File: config.mk
export PLATFORM = sky130hd
export DESIGN_NAME = cipher_mode_switch
export DESIGN_NICKNAME = d
export VERILOG_FILES = /design/src/verilog/frame_counter.v /design/src/verilog/mode_tracker.v /design/src/verilog/cipher_mode_switch.v
export VERILOG_INCLUDE_DIRS = /design/src /design/src/verilog
export SDC_FILE = /design/constraint.sdc
export NUM_CORES = 1
export LEC_CHECK = 0
export ABC_AREA = 1
export BUFFER_PORTS_ARGS = -buffer_cell sky130_fd_sc_hd__buf_2
export CORE_MARGIN = 5
export CORE_UTILIZATION = 45
export CTS_CLUSTER_SIZE = 14
export DETAILED_ROUTE_END_ITERATION = 7
export PLACE_DENSITY = 0.69
export SETUP_SLACK_MARGIN = 0.15
export SLEW_MARGIN = 20
export SYNTH_ARGS = -nofsm -noshare
export SYNTH_HDL_FRONTEND = slang
export SYNTH_SLANG_ARGS = --single-unit
File: constraint.sdc
create_clock -name core_clk_i -period 4.1 [get_ports core_clk_i]
set_input_delay 0.205 -clock core_clk_i [delete_from_list [all_inputs] [get_ports core_clk_i]]
set_output_delay 0.205 -clock core_clk_i [all_outputs]
set_load 0.05 [all_outputs]
File: src/verilog/cipher_switch_defines.vh
// Constants for the cipher mode switch handshake
`ifndef CIPHER_SWITCH_DEFINES_VH
`define CIPHER_SWITCH_DEFINES_VH

// Frame number width and retry limits
`define FRAME_W 4
`define PT_TRIES 3'h5
`define FT_WINDOW 4'hB
// Mode-control message codes
`define MSG_W 3
`define MSG_NONE 3'h0
`define MSG_START_REQ 3'h1
`define MSG_START_CONF 3'h2
`define MSG_START_GRANT 3'h3
`define MSG_STOP_REQ 3'h4
`define MSG_STOP_CONF 3'h5
`define MSG_STOP_GRANT 3'h6
// Connection mode values
`define MODE_CLEAR 1'b0
`define MODE_CIPHER 1'b1

`endif

File: src/verilog/frame_counter.v
// Frame counter whose low bit gives frame parity
`timescale 1ns/100ps
`include "cipher_switch_defines.vh"
module frame_counter (
  // Clock and reset
  input wire core_clk_i,
  input wire nrst_i,
  // Frame timing
  input wire frame_start_i,
  input wire [`FRAME_W-1:0] frame_load_i,
  input wire frame_load_en_i,
  output reg [`FRAME_W-1:0] frame_num_o
);

  always @(posedge core_clk_i) begin
    if (!nrst_i) begin
      frame_num_o <= {`FRAME_W{1'b0}};
    end else if (frame_load_en_i) begin
      frame_num_o <= frame_load_i;
    end else if (frame_start_i) begin
      frame_num_o <= frame_num_o + {{(`FRAME_W-1){1'b0}}, 1'b1};
    end
  end

endmodule

File: src/verilog/mode_tracker.v
// Holds the connection cipher mode shared by all bearers
`timescale 1ns/100ps
`include "cipher_switch_defines.vh"
module mode_tracker (
  // Clock and reset
  input wire core_clk_i,
  input wire nrst_i,
  // Mode changes
  input wire set_cipher_i,
  input wire set_clear_i,
  input wire conn_new_i,
  output reg mode_o
);

  // New connections (handover legs) always start clear
  always @(posedge core_clk_i) begin
    if (!nrst_i) begin
      mode_o <= `MODE_CLEAR;
    end else if (conn_new_i) begin
      mode_o <= `MODE_CLEAR;
    end else if (set_cipher_i) begin
      mode_o <= `MODE_CIPHER;
    end else if (set_clear_i) begin
      mode_o <= `MODE_CLEAR;
    end
  end

endmodule

File: src/verilog/cipher_mode_switch.v
// Cipher mode switch handshake, portable or fixed role
`timescale 1ns/100ps
`include "cipher_switch_defines.vh"
module cipher_mode_switch (
  // Clock and reset
  input wire core_clk_i,
  input wire nrst_i,
  // Role: high for fixed side, low for portable side
  input wire is_fixed_i,
  // Frame timing
  input wire frame_start_i,
  input wire [`FRAME_W-1:0] frame_load_i,
  input wire frame_load_en_i,
  // Upper layer
  input wire switch_req_i,
  input wire switch_to_cipher_i,
  input wire conn_new_i,
  output reg switch_cfm_o,
  output reg switch_ind_o,
  output reg disconnect_o,
  // Received mode-control message, valid at frame end
  input wire rx_msg_valid_i,
  input wire [`MSG_W-1:0] rx_msg_i,
  // Transmit and receive side, valid for the current frame
  output reg [`MSG_W-1:0] tx_msg_o,
  output reg tx_cipher_o,
  output reg rx_cipher_o,
  output reg rx_discard_o,
  output reg bearer_mode_o,
  output reg [`FRAME_W-1:0] frame_num_o
);

  //****************************************
  // Frame counter and connection mode
  //****************************************
  wire [`FRAME_W-1:0] frame_num;
  wire conn_mode;
  reg set_cipher;
  reg set_clear;

  frame_counter u_frame (
    .core_clk_i(core_clk_i),
    .nrst_i(nrst_i),
    .frame_start_i(frame_start_i),
    .frame_load_i(frame_load_i),
    .frame_load_en_i(frame_load_en_i),
    .frame_num_o(frame_num)
  );

  mode_tracker u_mode (
    .core_clk_i(core_clk_i),
    .nrst_i(nrst_i),
    .set_cipher_i(set_cipher),
    .set_clear_i(set_clear),
    .conn_new_i(conn_new_i),
    .mode_o(conn_mode)
  );

  //****************************************
  // Handshake state machine
  //****************************************
  localparam [2:0] ST_IDLE = 3'h0;
  localparam [2:0] ST_PT_REQ = 3'h1;
  localparam [2:0] ST_PT_GRANT = 3'h2;
  localparam [2:0] ST_FT_CONF = 3'h3;
  localparam [2:0] ST_RELEASED = 3'h4;

  reg [2:0] state_q, state_d;
  reg dir_q, dir_d;
  reg [2:0] tries_q, tries_d;
  reg [`FRAME_W-1:0] base_q, base_d;
  reg pend_q, pend_d;
  reg discard_q, discard_d;
  reg rxc_q, rxc_d;
  reg txc_q, txc_d;
  reg [`MSG_W-1:0] msg_d;
  reg cfm_d, ind_d, dis_d;

  wire even = ~frame_num[0];
  wire [`FRAME_W-1:0] since = frame_num - base_q;

  // True when a message is a request of either direction
  function is_req;
    input [`MSG_W-1:0] m;
    begin
      is_req = (m == `MSG_START_REQ) || (m == `MSG_STOP_REQ);
    end
  endfunction

  // Pick the message that matches the switch direction
  function [`MSG_W-1:0] pick;
    input d;
    input [`MSG_W-1:0] a;
    input [`MSG_W-1:0] b;
    begin
      pick = d ? a : b;
    end
  endfunction

  always @* begin
    state_d = state_q;
    dir_d = dir_q;
    tries_d = tries_q;
    base_d = base_q;
    pend_d = pend_q | switch_req_i;
    discard_d = discard_q;
    rxc_d = rxc_q;
    txc_d = txc_q;
    msg_d = `MSG_NONE;
    cfm_d = 1'b0;
    ind_d = 1'b0;
    dis_d = 1'b0;
    set_cipher = 1'b0;
    set_clear = 1'b0;
    if (switch_req_i) begin
      dir_d = switch_to_cipher_i;
    end
    case (state_q)
      ST_IDLE: begin
        // Portable starts at the next even frame boundary
        if (!is_fixed_i && pend_q && frame_start_i && frame_num[0]) begin
          state_d = ST_PT_REQ;
          tries_d = 3'h0;
          pend_d = 1'b0;
          discard_d = 1'b1;
        end
        if (is_fixed_i && rx_msg_valid_i && even && is_req(rx_msg_i)) begin
          dir_d = (rx_msg_i == `MSG_START_REQ);
          state_d = ST_FT_CONF;
          base_d = frame_num;
          // Fixed switches transmit mode at once
          txc_d = (rx_msg_i == `MSG_START_REQ);
          set_cipher = (rx_msg_i == `MSG_START_REQ);
          set_clear = (rx_msg_i == `MSG_STOP_REQ);
        end
      end
      ST_PT_REQ: begin
        if (even) begin
          msg_d = pick(dir_q, `MSG_START_REQ, `MSG_STOP_REQ);
        end
        if (rx_msg_valid_i && !even &&
            rx_msg_i == pick(dir_q, `MSG_START_CONF, `MSG_STOP_CONF)) begin
          state_d = ST_PT_GRANT;
          cfm_d = 1'b1;
          discard_d = 1'b0;
          rxc_d = dir_q;
        end else if (frame_start_i && even) begin
          tries_d = tries_q + 3'h1;
          if (tries_q + 3'h1 == `PT_TRIES) begin
            state_d = ST_RELEASED;
            dis_d = 1'b1;
          end
        end
      end
      ST_PT_GRANT: begin
        // Grant frame is the first with the new transmit mode; the
        // state is held through that whole even frame so the grant
        // really goes out before returning to idle
        if (even) begin
          msg_d = pick(dir_q, `MSG_START_GRANT, `MSG_STOP_GRANT);
          txc_d = dir_q;
        end
        if (frame_start_i && even) begin
          state_d = ST_IDLE;
          if (dir_q) begin
            set_cipher = 1'b1;
          end else begin
            set_clear = 1'b1;
          end
        end
      end
      ST_FT_CONF: begin
        if (!even && since <= `FT_WINDOW) begin
          msg_d = pick(dir_q, `MSG_START_CONF, `MSG_STOP_CONF);
        end
        // Data after 2S+1 is dropped until the grant; any early
        // decryption result is simply masked here
        discard_d = (since > {{(`FRAME_W-1){1'b0}}, 1'b1});
        if (rx_msg_valid_i && even &&
            rx_msg_i == pick(dir_q, `MSG_START_GRANT, `MSG_STOP_GRANT)) begin
          state_d = ST_IDLE;
          ind_d = 1'b1;
          discard_d = 1'b0;
          rxc_d = dir_q;
        end else if (frame_start_i && since >= `FT_WINDOW) begin
          state_d = ST_RELEASED;
          dis_d = 1'b1;
          discard_d = 1'b0;
        end
      end
      ST_RELEASED: begin
        // Held until a new connection is signalled
        if (conn_new_i) begin
          state_d = ST_IDLE;
        end
      end
      default: begin
        state_d = ST_IDLE;
      end
    endcase
    if (conn_new_i) begin
      rxc_d = `MODE_CLEAR;
      txc_d = `MODE_CLEAR;
      discard_d = 1'b0;
      pend_d = 1'b0;
      state_d = ST_IDLE;
    end
  end

  //****************************************
  // Registers and outputs
  //****************************************
  always @(posedge core_clk_i) begin
    if (!nrst_i) begin
      state_q <= ST_IDLE;
      dir_q <= 1'b0;
      tries_q <= 3'h0;
      base_q <= {`FRAME_W{1'b0}};
      pend_q <= 1'b0;
      discard_q <= 1'b0;
      rxc_q <= `MODE_CLEAR;
      txc_q <= `MODE_CLEAR;
      tx_msg_o <= `MSG_NONE;
      switch_cfm_o <= 1'b0;
      switch_ind_o <= 1'b0;
      disconnect_o <= 1'b0;
      tx_cipher_o <= 1'b0;
      rx_cipher_o <= 1'b0;
      rx_discard_o <= 1'b0;
      bearer_mode_o <= `MODE_CLEAR;
      frame_num_o <= {`FRAME_W{1'b0}};
    end else begin
      state_q <= state_d;
      dir_q <= dir_d;
      tries_q <= tries_d;
      base_q <= base_d;
      pend_q <= pend_d;
      discard_q <= discard_d;
      rxc_q <= rxc_d;
      txc_q <= txc_d;
      // Mode-control messages go out in the frame's transmit mode; start confirm and start grant with tx_cipher_o high
      tx_msg_o <= msg_d;
      switch_cfm_o <= cfm_d;
      switch_ind_o <= ind_d;
      disconnect_o <= dis_d;
      tx_cipher_o <= txc_d;
      rx_cipher_o <= rxc_d;
      rx_discard_o <= discard_d;
      // Every bearer, including ones set up later, follows this
      // mode with the same key and init value per frame number
      bearer_mode_o <= conn_mode;
      frame_num_o <= frame_num;
    end
  end

endmodule

-- Yosys cells after proc, flatten, opt, wreduce, memory -nomap -nowiden
Cells that the tools add are included.
- register bits after elaboration: 31
- latch bits: 0
- memory bits (writable): 0
- bits in read-only memories: 0
- bits of input ports: 16
- output and inout port bits: 14
- word-level logic and storage cells: 134
- memories: 0
- $add $sub $neg: 3
- multiply operators: 0
- div/mod/pow operators: 0
- order comparisons: 3
- eq/ne operators: 21
- shift operators: 0
- multiplexer cells: 56
- bitwise gates (word level): 4
- reduce and logical (&&, ||, !) cells: 31
- operator list (kind ; count):
    $mux W3 ; 17
    $mux W1 ; 28
    $ne A2 B2 Y1 const B ; 8
    $pmux W3 S5 ; 1
    $logic_and A1 B1 Y1 ; 13
    $ne A3 B3 Y1 const B ; 4
    $pmux W1 S2 ; 5
    $reduce_bool A2 Y1 ; 5
    $eq A3 B3 Y1 const B ; 3
    $pmux W3 S3 ; 1
    $reduce_and A3 Y1 ; 3
    $mux W4 ; 2
    $eq A3 B1 Y1 const B ; 2
    $eq A3 B2 Y1 const B ; 2
    $eq A3 B3 Y1 ; 2
    $pmux W3 S2 ; 1
    $reduce_and A2 Y1 ; 3
    $reduce_and A6 Y1 ; 1
    $add A4 B1 Y4 const B ; 1
    $ge A4 B4 Y1 const B ; 1
    $gt A4 B1 Y1 const B ; 1
    $le A4 B4 Y1 const B ; 1
    $reduce_and A4 Y1 ; 1
    $sub A4 B4 Y4 ; 1
    9 further kinds ; 11

-- Depth between registers and ports, before layout
- word-level depth: 7
- gate-level depth with buffers: 14

-- By module
A second synthesis with hierarchy kept.
- cells, all modules: 261
- area, all modules: 1754.2 µm²
- by module, submodules not included (module ; instances ; cells each ; area an instance (µm²)):
    cipher_mode_switch ; 1 ; 219 ; 1472.7
    frame_counter ; 1 ; 35 ; 234.0
    mode_tracker ; 1 ; 7 ; 47.5

-- Least setup slack after synthesis
Ideal clock, no wire load.
- kind: register -> register
- start point: register u_frame.frame_num_o[0]
- end point: register state_q[0]
- setup time: 109 ps
- data arrival time: 1736 ps
- setup slack: 2255 ps
- stages on the path, launching flop included: 13
- clock period less this slack: 1845 ps
- cells stage by stage: dfxtp_1 buf_6 clkinv_8 ha_1 inv_1 fa_1 nand2_1 a21oi_1 a21oi_1 nor2_2 nand2_1 nand2_1 inv_1
- word-level cells in the longest chain between the ends: 5
- ends and longest elaborated chain (item ; RTL line ; source):
    start, declared ; frame_counter.v:12 ; output reg [`FRAME_W-1:0] frame_num_o
    start signal, assigned ; frame_counter.v:17 ; frame_num_o <= {`FRAME_W{1'b0}};
    start signal, assigned ; frame_counter.v:19 ; frame_num_o <= frame_load_i;
    start signal, assigned ; frame_counter.v:21 ; frame_num_o <= frame_num_o + {{(`FRAME_W-1){1'b0}}, 1'b1};
    $sub A4 B4 Y4 or $not A1 Y1 (tied branches) ; cipher_mode_switch.v:80, cipher_mode_switch.v:79 ;
    $ge A4 B4 Y1 (no line), or another cell as far along ; -- ;
    $logic_and A1 B1 Y1 (on tied branches) ; -- ;
    $ne A3 B3 Y1 (no line), or another cell as far along ; -- ;
    $reduce_and A6 Y1 (no line) or $pmux W3 S5 (tied branches) ; -- ;
    end signal, assigned ; cipher_mode_switch.v:233 ; state_q <= state_d;
    end, declared ; cipher_mode_switch.v:68 ; reg [2:0] state_q, state_d;
Parallel ways exist; a longest one is shown, timed or not.
A chain may end at the register's enable or synchronous reset.

-- Worst setup path after layout
- start point: register u_frame.frame_num_o[0]
- end point: register state_q[1]
The elaborated chain is that of the path after synthesis.

==> key figures <==
Critical path
  • R2R Setup Slk: 1910 ps
  • Largest stage delay, worst path: 630 ps
  • R2r startpoint: u_frame.frame_num_o[0]
  • Critical path type: reg -> reg
  • Req. time, crit path: 4280 ps
  • Worst Setup End Kind: register
  • Worst path slowest cell: dfxtp_1
  • CP max FO: 10
  • Critical path, cell by cell: clkinv_8, ha_1, inv_1, fa_1, nand2_1, a21oi_1, a21oi_1, nor2_2, nor2_1, nor2_1
  • CP Launch Type: register
  • Arrival time at the worst endpoint: 2360 ps
  • Reg2Reg Depth: 10
  • Worst r2r dst: state_q[1]

Clock network
  • CTS buffer count: 5
  • Worst-path clk slew: 70 ps
  • CTS tree: built
  • Worst skew pair latency: 290 ps
  • Postcts setup bufs: 0
  • Longest Clk Path Bufs: 2
  • Post-CTS sizing: 0
  • Htree depth: 2
  • Hold_buf cts: 0
  • # clock sinks: 31
  • Root Buffer Master: clkbuf_8

Die
  • Starting Density: 0.463
  • Die area: 5100 µm²
  • Chip height: 71.4 µm
  • Rows: 22
  • IO Pins: 30
  • Core area: 3660 µm²
  • Die W: 71.4 µm

Global route
  • Largest net degree at the start of global routing: 14
  • Grt ovf: 0
  • Tot GR Track Use: 0.162
  • Vias in the first global route: 1433
  • Initial antenna violation count: 0
  • First-pass GRT wire length: 6.53 mm

Routing
  • DR vias: 1617
  • Final WL: 3.84 mm
  • Final ANT Viol Nets: 0
  • DR iter-0 viols: 127
  • Via density: 4.84
  • Drt drc: 0
  • Wire length per cell: 11.5 µm
  • Initial DRT Pass Iterations: 4

Worst hold path
  • HP Start: frame_load_i[0]
  • Worst Hold End: u_frame.frame_num_o[0]
  • Hold path depth: 3
  • Hold Crit Class: in -> reg

Timing
  • Unrepaired setup endpoints after global routing: no
  • Fin crit share: 0.533
  • Slew Viols, Final: 0
  • Max Freq: 0.458 GHz
  • Setup TNS: 0 ps
  • Max-slew headroom: 0.675
  • Worst Skew: 10.1 ps
  • Fin crit period: 2190 ps
  • Final Hold Vio Count: 0
  • Setup violators final: 0
  • Slew @ Worst Pin: 486 ps

Place
  • Placed cell areas: 1870 µm²
  • GP Congestion: 0.908
  • PortBufs: 29
  • Post-DP HPWL: 3.00 mm

Logic synthesis
  • Most numerous cell in the Yosys netlist: nand2_1
  • Seq/Total Area, Yosys: 0.366
  • Syn Inst Count: 253
  • Yosys cell types: 26
  • Ys async rst share: 0
  • Syn avg cell area: 6.70 µm²
  • Yosys reg bits: 31
  • Primary FF master, synth: dfxtp_1
  • Mapped cell area: 1700 µm²
  • Largest cells by area after synthesis: dfxtp_1 (37%), nand2_1 (15%), inv_1 (9.3%)
  • Post-synth EDFFs: 0
  • Synthesized Nets: 276
  • Yosys warns: 0
  • Synth top cells by count: nand2_1 (66), inv_1 (42), dfxtp_1 (31)
  • Yosys top cell area share: 0.366
  • Yosys top cell by area: dfxtp_1

Cells and area
  • Final instance area: 1960 µm²
  • Diode count: 0
  • Layout cell share with drive strength beyond 1: 0.164
  • NumNets Final: 308
  • Area growth, synth to finish: 15.6%
  • Util after Layout: 0.535

Pwr
  • Total power: 0.652 mW
  • Peak supply drop: 221 µV
  • P_leak: 1.02 nW
  • Pwr dens: 333 nW/µm²

Job
  • Max cap viols: 0

Status
  • Status: completed
==> worst max path at each step <==
stage / from / slack (ps) / cells past startpoint / endpoint
6_report: u_frame.frame_num_o[0] / 1910 / 10 / state_q[1]
5_1_grt: u_frame.frame_num_o[0] / 1730 / 10 / state_q[1]
4_1_cts: u_frame.frame_num_o[0] / 1940 / 10 / state_q[1]
3_5_place_dp: u_frame.frame_num_o[0] / 1950 / 10 / state_q[1]
3_3_place_gp: u_frame.frame_num_o[0] / 2000 / 10 / state_q[1]
2_1_floorplan: u_frame.frame_num_o[0] / 2260 / 12 / state_q[0]
==> cell usage in the layout (no fill, tap or decap), types with 4 or more instances in the layout <==
master     n
dfxtp_1   31
inv_1     42
buf_2     29
ha_1       6
nand2_1   66
clkbuf_8   5
nand3_1   22
nand4_1    4
a21oi_1   22
o21ai_0    7
nor2_1    27
==> sequential cells by signal (all words and copies together) (netlist names), 3 cells and up <==
signal / cells
base_q: 4
frame_num_o: 4
u_frame.frame_num_o: 4
state_q: 3
tries_q: 3
tx_msg_o: 3
==> kinds of logic (layout without fill, tap and decap cells) <==
| group | count (synthesis) | in the layout | synth area share |
|---|---|---|---|
| and+or+nand+nor | 129 | 129 | 0.333 |
| buffers and inverters | 49 | 82 | 0.123 |
| AOI/OAI and AO/OA | 33 | 33 | 0.102 |
| DFF | 31 | 31 | 0.366 |
| adders and majority gates | 7 | 7 | 0.0561 |
| xor gates and xnor gates | 4 | 4 | 0.0207 |
==> area by class of cell <==
type                       count  area, µm²
tap                           48       60.1
clock inverter                 2       12.5
sequential                    31        621
fill                         372       1700
timing repair buffer          29        145
multi-input combinational    173        867
clock buffer                   6       72.6
inverter                      45        181
==> per-stage QoR <==
| step | cells | hold slack (ps) | setup WS (ps) |
|---|---|---|---|
| detailed placement | 326 | 416 | 1950 |
| floorplan | 253 | 338 | 2260 |
| global route | 334 | 159 | 1730 |
| finish | 334 | 150 | 1910 |
| global placement | 326 | 428 | 2000 |
| CTS | 334 | 146 | 1940 |
==> report_power, final <==
| group | internal [mW] | switching [mW] |
|---|---|---|
| combinational | 0.0321 | 0.0656 |
| sequential | 0.309 | 0.0101 |
| clock | 0.118 | 0.117 |
| total | 0.460 | 0.192 |
==> critical path, delay by kind of cell, from the launching register on <==
family	cells	cell delay, ps
and+or+nand+nor	4	290
DFF	1	630
buffers and inverters	2	190
adders and majority gates	2	640
AOI/OAI and AO/OA	2	320
==> per-layer routing <==
metal | track usage | share of wire | vias to the layer above
li1 | - | - | 857
met5 | 0 | 0 | -
met4 | 0.0626 | 0.014 | 0
met2 | 0.246 | 0.43 | 41
met3 | 0.0421 | 0.074 | 6
met1 | 0.219 | 0.48 | 713
Note: power is estimated with default switching activity, not from simulation.
